--- src/rtl/aal_pkg.sv ---
// Constants, opcodes and carriers for the accumulator add/logic datapath.
// Assumes one synchronous clock domain; instruction words arrive already fetched.
// What this block does
// - Add-with-carry add_unsigned_op unsigned data word plus carry to the 32-bit sum.
// - Add-with-carry sets carry on carry out, clears it otherwise.
// - Add-with-carry ignores sign mode, obeys overflow mode, updates carry and overflow.
// - Opcode in bits 15:8; bit 7 low means direct, low 7 bits offset.
// - Bit 7 high means indirect: update field, pointer-change flag, next register.
// - Aux add-immediate add_unsigned_op 8-bit immediate to aux register chosen by pointer.
// - Aux arithmetic is unsigned, immediate positive, no status flags change.
// - Single add: 1 cycle internal, 1+d, 1+p, or 2+d+p external.
// - Operand and code in same single-access block: 2 instead of 1, n+1.
// - Repeated add: n, n+nd external operand, n+1+p+nd both external.
// - Short immediate add takes 1 cycle, or 1+p from external code.
// - Long immediate add takes 2 cycles, or 2+2p from external code.
package aal_pkg;
   localparam logic [7:0] OPC_ADD_WITH_CARRY = 8'h60;
   localparam logic [7:0] OPC_ADD_UNSIGNED   = 8'h62;
   localparam logic [7:0] OPC_ADD_SHIFT_TEMP = 8'h63;
   localparam logic [7:0] OPC_AND            = 8'h6e;
   localparam logic [7:0] OPC_AUX_ADD_IMM    = 8'h78;
   localparam int         IND_BIT            = 7;
   localparam int         CYC_W              = 16;
   localparam logic [31:0] ACC_RST           = 32'h0000_0000;
   localparam logic [15:0] AUX_RST           = 16'h0000;
   localparam logic [31:0] SAT_POS           = 32'h7fff_ffff;
   localparam logic [31:0] SAT_NEG           = 32'h8000_0000;

   typedef enum logic [1:0] {
      AAL_LOC_ROM,
      AAL_LOC_DUAL_ACCESS_RAM,
      AAL_LOC_SINGLE_ACCESS_RAM,
      AAL_LOC_EXT
   } aal_loc_e;

   typedef enum logic [1:0] {
      AAL_FORM_MEM,
      AAL_FORM_SHORT,
      AAL_FORM_LONG
   } aal_form_e;

   // Placement of code/operand and wait figures used by the cycle counter
   typedef struct packed {
      aal_form_e  form;
      aal_loc_e   code_loc;
      aal_loc_e   opnd_loc;
      logic       same_block;
      logic       repeated;
      logic [7:0] rpt_n;
      logic [3:0] wait_p;
      logic [3:0] wait_d;
   } aal_timing_s;

   typedef struct packed {
      logic       indirect;
      logic [2:0] aux_update_field;
      logic       aux_change;
      logic [2:0] next_aux_field;
      logic [6:0] dma;
   } aal_addr_s;
endpackage : aal_pkg

--- src/rtl/aal_cycle_calc.sv ---
// Cycle-count calculator for the add/logic group.
// Assumes the placement fields are stable while the instruction executes.
`timescale 1ns/1ps
module aal_cycle_calc
   import aal_pkg::*;
(
   input  wire aal_timing_s       tim_i,
   output logic [CYC_W-1:0]       cycles_o
);
   wire logic code_ext = (tim_i.code_loc == AAL_LOC_EXT);
   wire logic opnd_ext = (tim_i.opnd_loc == AAL_LOC_EXT);
   wire logic sa_hit   = tim_i.same_block && (tim_i.code_loc == AAL_LOC_SINGLE_ACCESS_RAM)
                         && (tim_i.opnd_loc == AAL_LOC_SINGLE_ACCESS_RAM);
   wire logic [CYC_W-1:0] p  = {12'h000, tim_i.wait_p};
   wire logic [CYC_W-1:0] d  = {12'h000, tim_i.wait_d};
   wire logic [CYC_W-1:0] n  = {8'h00, tim_i.rpt_n};
   // Both factors widened first so the product keeps every bit up to 255 * 15
   wire logic [CYC_W-1:0] nd = {8'h00, tim_i.rpt_n} * {12'h000, tim_i.wait_d};

   wire logic [CYC_W-1:0] single_mem =
      (code_ext && opnd_ext) ? CYC_W'(16'h0002 + d + p) :
      opnd_ext ? CYC_W'(16'h0001 + d) :
      code_ext ? CYC_W'(16'h0001 + p) :
      sa_hit   ? 16'h0002 : 16'h0001;
   wire logic [CYC_W-1:0] rpt_mem =
      (code_ext && opnd_ext) ? CYC_W'(n + 16'h0001 + p + nd) :
      opnd_ext ? CYC_W'(n + nd) :
      code_ext ? CYC_W'(n + p) :
      sa_hit   ? CYC_W'(n + 16'h0001) : n;

   always_comb begin
      unique case (tim_i.form)
         AAL_FORM_SHORT: cycles_o = code_ext ? CYC_W'(16'h0001 + p) : 16'h0001;
         AAL_FORM_LONG:  cycles_o = code_ext ? CYC_W'(16'h0002 + (p << 1)) : 16'h0002;
         default:        cycles_o = tim_i.repeated ? rpt_mem : single_mem;
      endcase
   end
endmodule : aal_cycle_calc

--- src/rtl/aal_datapath.sv ---
// Execution datapath: add with carry, unsigned add, shifted add, AND, aux add-immediate.
// Assumes the instruction word and its data operand are presented together with valid.
`timescale 1ns/1ps
module aal_datapath
   import aal_pkg::*;
(
   input  wire logic              mclk_i,
   input  wire logic              reset_n_i,
   input  wire logic              ce_i,
   input  wire logic              instr_valid_i,
   input  wire logic [15:0]       instr_i,
   input  wire logic [15:0]       data_i,
   input  wire logic [15:0]       temp_multiplier_reg_i,
   input  wire logic              sign_extend_mode_i,
   input  wire logic              overflow_mode_i,
   input  wire aal_timing_s       timing_i,
   output logic [31:0]            acc_o,
   output logic                   carry_o,
   output logic                   arith_excess_flag_o,
   output logic [2:0]             aux_pointer_sel_o,
   output logic [15:0]            aux_reg_o,
   output aal_addr_s              addr_o,
   output logic [CYC_W-1:0]       cycles_o,
   output logic                   done_o,
   output logic                   busy_o
);
   typedef enum logic {AAL_IDLE, AAL_WAIT} aal_state_e;

   aal_state_e        state_r;
   logic [31:0]       acc_r;
   logic              carry_r;
   logic              ovf_r;
   logic [2:0]        aux_pointer_sel_r;
   logic [15:0]       aux_r [8];
   aal_addr_s         addr_r;
   logic [CYC_W-1:0]  cycles_r;
   logic [CYC_W-1:0]  cnt_r;
   logic              done_r;
   logic [31:0]       acc_nxt;
   logic              carry_nxt;
   logic              ovf_set;

   wire logic [7:0] opc     = instr_i[15:8];
   wire logic       is_ind  = instr_i[IND_BIT];
   wire aal_addr_s  dec_addr = {is_ind, instr_i[6:4], instr_i[3], instr_i[2:0], instr_i[6:0]};
   wire logic op_add_with_carry_op = (opc == OPC_ADD_WITH_CARRY);
   wire logic op_add_unsigned_op = (opc == OPC_ADD_UNSIGNED);
   wire logic op_add_shift_by_temp_op = (opc == OPC_ADD_SHIFT_TEMP);
   wire logic op_and  = (opc == OPC_AND);
   wire logic op_aux_add_immediate_op = (opc == OPC_AUX_ADD_IMM);
   wire logic known   = op_add_with_carry_op | op_add_unsigned_op | op_add_shift_by_temp_op | op_and | op_aux_add_immediate_op;
   wire logic start   = ce_i && instr_valid_i && (state_r == AAL_IDLE) && known;

   // Operand forms: zero-extended for carry/unsigned add_unsigned_op, sign mode for shifted add
   wire logic [31:0] data_zx   = {16'h0000, data_i};
   wire logic [31:0] data_sx   = {{16{sign_extend_mode_i & data_i[15]}}, data_i};
   wire logic [31:0] data_shft = data_sx << temp_multiplier_reg_i[3:0];
   wire logic [31:0] addend    = op_add_shift_by_temp_op ? data_shft : data_zx;
   wire logic [32:0] raw_sum   = {1'b0, acc_r} + {1'b0, addend} + {32'h0, op_add_with_carry_op & carry_r};
   // Signed overflow: operands' signs agree, result sign differs
   wire logic ovf_det = (acc_r[31] == addend[31]) && (raw_sum[31] != acc_r[31]);
   wire logic [31:0] sat_val  = acc_r[31] ? SAT_NEG : SAT_POS;
   wire logic [31:0] sum_res  = (ovf_det && overflow_mode_i) ? sat_val : raw_sum[31:0];
   wire logic [31:0] and_res  = {16'h0000, acc_r[15:0] & data_i};
   // Aux arithmetic wraps unsigned; immediate is a positive 8-bit value
   wire logic [15:0] aux_sum  = aux_r[aux_pointer_sel_r] + {8'h00, instr_i[7:0]};
   wire logic [CYC_W-1:0] calc_cycles;

   aal_cycle_calc u_cycle_calc (
      .tim_i    (timing_i),
      .cycles_o (calc_cycles)
   );

   always_comb begin
      acc_nxt   = acc_r;
      carry_nxt = carry_r;
      ovf_set   = 1'b0;
      if (op_add_with_carry_op || op_add_unsigned_op || op_add_shift_by_temp_op) begin
         acc_nxt   = sum_res;
         carry_nxt = raw_sum[32];
         ovf_set   = ovf_det && !op_add_shift_by_temp_op;
      end else if (op_and) begin
         acc_nxt = and_res;
      end
   end

   always_ff @(posedge mclk_i or negedge reset_n_i) begin
      if (!reset_n_i) begin
         acc_r             <= ACC_RST;
         carry_r           <= 1'b0;
         ovf_r             <= 1'b0;
         aux_pointer_sel_r <= 3'h0;
         addr_r            <= '0;
         cycles_r          <= '0;
         cnt_r             <= '0;
         done_r            <= 1'b0;
         state_r           <= AAL_IDLE;
      end else if (ce_i) begin
         done_r <= 1'b0;
         unique case (state_r)
            AAL_IDLE: begin
               if (start) begin
                  acc_r    <= acc_nxt;
                  carry_r  <= carry_nxt;
                  // Overflow flag is sticky; only set here, never cleared by these ops
                  ovf_r    <= ovf_r | ovf_set;
                  addr_r   <= dec_addr;
                  cycles_r <= calc_cycles;
                  if (!op_aux_add_immediate_op && is_ind && instr_i[3]) begin
                     aux_pointer_sel_r <= instr_i[2:0];
                  end
                  if (calc_cycles > 16'h0001) begin
                     cnt_r   <= CYC_W'(calc_cycles - 16'h0002);
                     state_r <= AAL_WAIT;
                  end else begin
                     done_r  <= 1'b1;
                  end
               end
            end
            AAL_WAIT: begin
               // Hold for the computed cycle count so the result retires on time
               if (cnt_r == '0) begin
                  done_r  <= 1'b1;
                  state_r <= AAL_IDLE;
               end else begin
                  cnt_r <= CYC_W'(cnt_r - 16'h0001);
               end
            end
         endcase
      end
   end

   genvar gi;
   generate
      for (gi = 0; gi < 8; gi++) begin : g_aux
         always_ff @(posedge mclk_i or negedge reset_n_i) begin
            if (!reset_n_i) begin
               aux_r[gi] <= AUX_RST;
            end else if (ce_i && start && op_aux_add_immediate_op && (aux_pointer_sel_r == 3'(gi))) begin
               aux_r[gi] <= aux_sum;
            end
         end
      end
   endgenerate

   logic [15:0] aux_out_r;
   always_ff @(posedge mclk_i or negedge reset_n_i) begin
      if (!reset_n_i) begin
         aux_out_r <= AUX_RST;
      end else if (ce_i) begin
         aux_out_r <= (start && op_aux_add_immediate_op) ? aux_sum : aux_r[aux_pointer_sel_r];
      end
   end

   logic busy_r;
   always_ff @(posedge mclk_i or negedge reset_n_i) begin
      if (!reset_n_i) begin
         busy_r <= 1'b0;
      end else if (ce_i) begin
         busy_r <= (state_r == AAL_IDLE) ? (start && calc_cycles > 16'h0001) : (cnt_r != '0);
      end
   end

   assign acc_o               = acc_r;
   assign carry_o             = carry_r;
   assign arith_excess_flag_o = ovf_r;
   assign aux_pointer_sel_o   = aux_pointer_sel_r;
   assign aux_reg_o           = aux_out_r;
   assign addr_o              = addr_r;
   assign cycles_o            = cycles_r;
   assign done_o              = done_r;
   assign busy_o              = busy_r;
endmodule : aal_datapath

--- config.mk ---
export PLATFORM = sky130hd
export DESIGN_NAME = aal_datapath
export DESIGN_NICKNAME = d
export VERILOG_FILES = /design/src/rtl/aal_pkg.sv /design/src/rtl/aal_cycle_calc.sv /design/src/rtl/aal_datapath.sv
export SDC_FILE = /design/constraint.sdc
export NUM_CORES = 1
export LEC_CHECK = 0
export ABC_CLOCK_PERIOD_IN_PS = 5900
export BUFFER_PORTS_ARGS = -buffer_cell sky130_fd_sc_hd__buf_2
export CAP_MARGIN = 20
export CELL_PAD_IN_SITES_DETAIL_PLACEMENT = 2
export CELL_PAD_IN_SITES_GLOBAL_PLACEMENT = 2
export CORE_MARGIN = 8
export CORE_UTILIZATION = 38
export DETAILED_ROUTE_END_ITERATION = 12
export PLACE_DENSITY_LB_ADDON = 0.1
export SLEW_MARGIN = 20
export SYNTH_ARGS = -nofsm -noshare
export SYNTH_HDL_FRONTEND = slang
export SYNTH_SLANG_ARGS = --single-unit
--- constraint.sdc ---
create_clock -name mclk_i -period 5.9 [get_ports mclk_i]
set_clock_uncertainty 0.05 [all_clocks]
set_input_delay 0.295 -clock mclk_i [delete_from_list [all_inputs] [get_ports mclk_i]]
set_output_delay 0.295 -clock mclk_i [all_outputs]
set_load 0.02 [all_outputs]
==> qor.yml, run 1 <==
yosysTopAreaCell: "dfrtp_1"
pwr_density_cell_mw_per_mm2: 262
min_to: "addr_o[14]"
finalSetupViolations: 0
min_from: "instr_i[7]"
num_rows: 75
reg2reg_to: "aux_r[28]"
hold_depth: 3
crit_type: "in -> reg"
drive_gt1_share_pct: 19.1
wl_per_cell_um: 23.9
cts.path.max_buffers: 3
grtUsageMet2_pct: 40.5
vdd.ir_drop.worst_uv: 212
initial_utilization_pct: 38.6
cts_tree: "built"
top_usage_layer: "met2"
power.leakage_nw: 9.00
gr-usage-met3_pct: 2.92
fin_cells: 2484
status: "complete, no violations"
synth_enable_flop_cells: 0
yosysTopAreaCellShare_pct: 33.9
layout_common_cells: "nand2_1 (263), dfrtp_1 (219), o21ai_0 (163)"
grt_pass1_vias: 16300
antenna_found_initial: 1
placement.cell_area_mm2: 0.0176
antenna_cells: 0
synth.distinct_cells: 88
finalCriticalPeriod_ns: 5.44
totalWireLength_um: 59300
rsz0062_at_grt: "false"
overflow: 0
hp-class: "in -> reg"
synth-seq-cells: 220
final_common_cell: "nand2_1"
clock_latency_ns: 0.58
cts_buffers: 28
ant_nets: 0
drcViolationCount: 0
die_w_um: 223
r2r_slack_ns: 0.96
grt_max_degree: 112
vias: 14600
finalPower_mw: 4.90
cts_root_buf: "clkbuf_16"
worstPathRequired_ns: 6.34
hold_viol: 0
coreArea_mm2: 0.0420
fin_crit_sh_pct: 92.2
groute.layer.met1.usage_pct: 30.8
timing.setup.tns_ns: 0
dpl.hpwl_um: 43600
avgSynthCellArea_um2: 9.12
slew_violations: 0
relSlewSlack_pct: 38.4
r2r-start: "aux_pointer_sel_o[0]"
drt_iter0_drc: 652
r2r_cells: 15
clk_pin_slew_worst_paths_ns: 0.06
startpoint_type: "input pin"
h-tree-depth: 1
grt_pass1_wl_um: 94000
area_growth_pct: 15.3
finalNetCount: 2117
drv_cap: 0
path_max_fanout: 14
track_usage_pct: 23.4
pin_count: 164
synthTopCellsByArea: "dfrtp_1 (34%), ha_1 (7.2%), nand2_1 (6.1%)"
dr.pass1.iters: 4
synth-main-ff-cell: "dfrtp_1"
portBuffers: 148
place_inst: 2424
post-route-util_pct: 44.5
worstMarginPinSlew_ns: 0.924
endpoint_kind: "flop"
syn_inst: 1779
final_cell_area_mm2: 0.0187
clkSinkCount: 220
viasPerCell: 5.86
max_freq_mhz: 184
design.die.area_mm2: 0.0496
ys_seq_area_share_pct: 33.9
synthArstFlopShare_pct: 100
die_h_um: 223
gp_congestion: 0.849
cts_setup_buffers: 0
yosys_warnings: 0
syn_area_mm2: 0.0162
arrival_ns: 5.87
## synthesized netlist by cell type (all sizes together), types with 6 or more instances
cell,number
a211oi,23
a21o,33
a21oi,118
a221oi,10
a22o,23
a31oi,20
and2,22
and3,16
buf,30
clkbuf,68
dfrtp,220
fa,23
ha,93
inv,65
mux2,58
mux2i,32
mux4,39
nand2,263
nand2b,9
nand3,30
nand4,9
nor2,120
nor2b,20
nor3,24
nor3b,8
nor4,9
o211ai,8
o21a,10
o21ai,170
o21bai,9
o221a,7
o221ai,6
o22ai,7
o31ai,8
o41ai,6
or3,9
xnor2,45
xor2,34
## worst max-delay path by stage
stage / end / slack (ns) / from / depth (start not counted)
2_1_floorplan: cnt_r[9] / 0.26 / timing_i[3] / 22
3_3_place_gp: cnt_r[2] / 0.02 / timing_i[3] / 21
3_5_place_dp: cnt_r[4] / -0.20 / timing_i[3] / 23
4_1_cts: cnt_r[4] / 0.34 / timing_i[3] / 23
5_1_grt: cnt_r[5] / 0.08 / timing_i[3] / 22
6_report: cnt_r[10] / 0.46 / timing_i[3] / 22
## per-stage QoR
step           hold slack [ns]  setup slack, ns
6_report                0.0235            0.463
5_1_grt                 0.0141           0.0792
4_1_cts               0.000583            0.339
3_5_place_dp             0.379           -0.201
3_3_place_gp             0.361           0.0249
2_1_floorplan          -0.0506            0.258
## worst max-delay path: stages
cell and delay, ns:
buf_2 0.15, and2_1 0.18, fa_1 0.53, inv_1 0.05
fa_1 0.52, inv_1 0.04, ha_1 0.24, a211oi_1 0.27
nor2_1 0.15, o21a_1 0.19, nor2_1 0.12, xnor2_1 0.16
ha_1 0.28, ha_1 0.22, a211o_1 0.28, o22ai_1 0.28
o22ai_1 0.16, or2_2 0.34, a31oi_1 0.31, nor4_4 0.12
a21oi_2 0.66, o221a_2 0.31
## sequential cells by signal (all words and copies together) (netlist names), 3 cells and up
| register | count |
|---|---|
| aux_pointer_sel_o | 3 |
| aux_reg_o | 16 |
| cycles_o | 13 |
| acc_o | 32 |
| cnt_r | 16 |
| aux_r | 128 |
| addr_o | 8 |
## final cells by class
type	count	area [um^2]
multi-input combinational	1398	10100
timing repair buffer	209	1240
sequential	220	5510
clock buffer	34	763
clock inverter	18	226
inverter	66	248
tap	539	674
fill	4624	23300
## per-layer routing
metal,routed length [um],up-vias
li1,-,6709
met1,27300,7555
met2,29000,219
met3,1810,76
met4,1230,0
met5,0,-
## cells by family after synthesis
family	Yosys count	share of synthesized area [%]
AND/OR/NAND/NOR	566	16.1
AO/OA/AOI/OAI	504	20.0
flip-flops	220	33.9
buffers and inverters	164	4.24
multiplexers	129	11.4
adder cells (fa/ha/maj)	116	10.0
XOR/XNOR	79	4.26
other	1	0.0231
## what timing repair did
item                                   in CTS  in global routing
endpoints found under the hold margin     118                  0
gates resized for setup                     0                  1
setup endpoints to repair                   0                  3
hold buffers                                7                  0
## power by group
group	total [mW]	switching (mW)	internal [mW]
logic	1.39	0.823	0.564
registers	1.67	0.0874	1.58
clock network	1.84	0.740	1.10
total	4.90	1.65	3.25
Note: power is estimated with default switching activity, not from simulation.
==> run 2: changes to the inputs <==
Settings changed: RECOVER_POWER from default to 50.
==> run 2 against run 1 <==
Via count about the same. Design area is 0.58% lower. Cell count stayed put. Maximum frequency is 0.15% lower. Global-route usage is the same. The run now ends with capacitance limit, slew limit left. Core utilization shrank 0.26 points. Sequential cell count unchanged. Clock-buffer cell count unchanged. Power decreased by 0.14%. Critical path depth unchanged.
==> qor.yml, run 2 (synthesized netlist as in run 1, its figures left out) <==
worstMarginPinSlew_ns: 2.87  # was 0.924 ns
antenna_cells: 0  # unchanged
worstPathRequired_ns: 6.34  # about the same
critical_path.cell_chain: "buf_2, and2_1, fa_1, inv_1, fa_1, inv_1, ha_1, a211oi_1, nor2_1, o21a_1, nor2_1, xnor2_1, ha_1, ha_1, a211o_1, o22ai_1, o22ai_1, or2_2, a31oi_1, nor4_4, a21oi_2, o221a_2"  # unchanged
power.leakage_nw: 8.67  # was 9.00 nW
finalPower_mw: 4.89  # was 4.90 mW
antenna_found_initial: 1  # unchanged
ant_nets: 0  # unchanged
drive_gt1_share_pct: 15.0  # was 19.1%
netSwitchingFraction_pct: 33.8  # was 33.7%
hp-class: "in -> reg"  # unchanged
relSlewSlack_pct: -91.5  # was 38.4%
pin_count: 164  # unchanged
finalWorstSetupSlack_ns: 0.455  # was 0.463 ns
finalCriticalPeriod_ns: 5.45  # was 5.44 ns
violations: "capacitance limit, slew limit"
regMostFlops: "aux_r"  # unchanged
status: "finished, violations left"  # was complete, no violations
crit_type: "in -> reg"  # unchanged
h-tree-depth: 1  # unchanged
hold_viol: 0  # unchanged
grt_max_degree: 112  # unchanged
arrival_ns: 5.88  # was 5.87 ns
viasPerCell: 5.86  # about the same
drt_iter0_drc: 642  # was 652
cts.path.max_buffers: 3  # unchanged
vias: 14500  # was 14600
rsz0062_at_grt: "false"  # unchanged
r2r_cells: 15  # unchanged
cts_tree: "built"  # unchanged
reg2reg_to: "aux_r[28]"  # unchanged
dr.pass1.iters: 5  # was 4
grt_pass1_wl_um: 94000  # unchanged
wl_per_cell_um: 23.9  # about the same
clk_pin_slew_worst_paths_ns: 0.06  # about the same
largest_register_ff_count: 128  # unchanged
fin_crit_sh_pct: 92.3  # was 92.2%
pwr_density_cell_mw_per_mm2: 263  # was 262 mW/mm^2
r2r_slack_ns: 0.97  # was 0.96 ns
totalWireLength_um: 59300  # about the same
cts_root_buf: "clkbuf_16"  # unchanged
design.die.area_mm2: 0.0496  # unchanged
final_cell_area_mm2: 0.0186  # was 0.0187 mm^2
die_h_um: 223  # unchanged
dpl.hpwl_um: 43600  # unchanged
finalNetCount: 2117  # unchanged
final_common_cell: "nand2_1"  # unchanged
cp-endpoint: "cnt_r[10]"  # unchanged
layout_common_cells: "nand2_1 (263), dfrtp_1 (219), o21ai_0 (163)"  # unchanged
clkSinkCount: 220  # unchanged
internal_power_mw: 3.24  # was 3.25 mW
placement.cell_area_mm2: 0.0176  # unchanged
die_w_um: 223  # unchanged
slowest_delay_ns: 0.66  # about the same
place_ws_ns: -0.201  # unchanged
track_usage_pct: 23.4  # unchanged
cp_slowest_cell: "a21oi_2"  # unchanged
endpoint_kind: "flop"  # unchanged
max_freq_mhz: 184  # about the same
crit_start: "timing_i[3]"  # unchanged
path_max_fanout: 14  # unchanged
gp_congestion: 0.849  # unchanged
p_sw_mw: 1.65  # about the same
cts_setup_buffers: 0  # unchanged
initial_utilization_pct: 38.6  # unchanged
drcViolationCount: 0  # unchanged
clock_latency_ns: 0.58  # about the same
path_common_cell: "ha_1"  # unchanged
p_seq_share_pct: 34.2  # was 34.1%
overflow: 0  # unchanged
drv_cap: 1  # was 0
cts_buffers: 28  # unchanged
p_clk_share_pct: 37.6  # about the same
portBuffers: 148  # unchanged
vdd.ir_drop.worst_uv: 212  # about the same
startpoint_type: "input pin"  # unchanged
hold_slack_ns: 0.0252  # was 0.0235 ns
num_rows: 75  # unchanged
r2r-start: "aux_pointer_sel_o[0]"  # unchanged
finalSetupViolations: 0  # unchanged
comb_power_share_pct: 28.2  # was 28.3%
post-route-util_pct: 44.3  # was 44.5%
slew_violations: 111  # was 0
grt_pass1_vias: 16300  # unchanged
coreArea_mm2: 0.0420  # unchanged
area_growth_pct: 14.7  # was 15.3%
run 2: cell count changes in the layout (fill, tap and decap cells not counted):
cell | previous run | this run
buf_8 | 1 | 0
clkbuf_1 | 2 | 81
clkbuf_2 | 0 | 1
buf_2 | 147 | 68
run 2: worst min path at each step:
| stage | slack, ns | end | cells after the start | startpoint |
|---|---|---|---|---|
| after floorplan | -0.05 | acc_o[0] | 0 | reset_n_i |
| after global placement | 0.36 | acc_o[16] | 1 | reset_n_i |
| after detailed placement | 0.38 | acc_o[16] | 1 | reset_n_i |
| after CTS | 0.0006 | addr_o[14] | 3 | instr_i[7] |
| after global routing | 0.01 | addr_o[14] | 3 | instr_i[7] |
| final | 0.03 | addr_o[14] | 3 | instr_i[7] |
run 2: routing by layer:
| layer | track usage (%) | up-vias | share of wire, % |
|---|---|---|---|
| li1 | - | 6708 | - |
| met1 | 30.8 | 7546 | 46 |
| met2 | 40.5 | 215 | 49 |
| met3 | 2.92 | 78 | 3.1 |
| met4 | 5.44 | 0 | 2.1 |
| met5 | 0 | - | 0 |
run 2: metrics by stage:
stage	setup TNS [ns]	std cells
2_1_floorplan	0	1781
3_3_place_gp	0	2424
3_5_place_dp	-1.81	2424
4_1_cts	0	2483
5_1_grt	0	2484
6_report	0	2484
run 2: area by class of cell:
class,instances,area [um^2]
Inverter,66,248
Clock buffer,34,763
Timing Repair Buffer,209,1130
Clock inverter,18,226
Multi-Input combinational cell,1398,10100
Fill cell,4664,23400
Sequential cell,220,5510
Tap cell,539,674
run 2: power groups by stage:
stage	Combinational [mW]	Clock (mW)	Sequential, mW
3_3_place_gp	1.32	0	1.69
5_1_grt	1.53	1.93	1.68
3_5_place_dp	1.38	0	1.69
6_report	1.38	1.84	1.67
4_1_cts	1.39	1.89	1.67
2_1_floorplan	0.920	0	1.70
run 2: critical path, delay by kind of cell:
kind	cells	cell delay, ns
AO/OA/AOI/OAI	8	2.47
XOR/XNOR	1	0.16
adder cells (fa/ha/maj)	5	1.79
buffers and inverters	3	0.23
AND/OR/NAND/NOR	5	0.91
run 2: repair_timing:
| action | in CTS | in global routing |
|---|---|---|
| hold buffers | 7 | 0 |
| gates resized for setup | 0 | 1 |
| setup endpoints to repair | 0 | 3 |
| endpoints found under the hold margin | 118 | 0 |
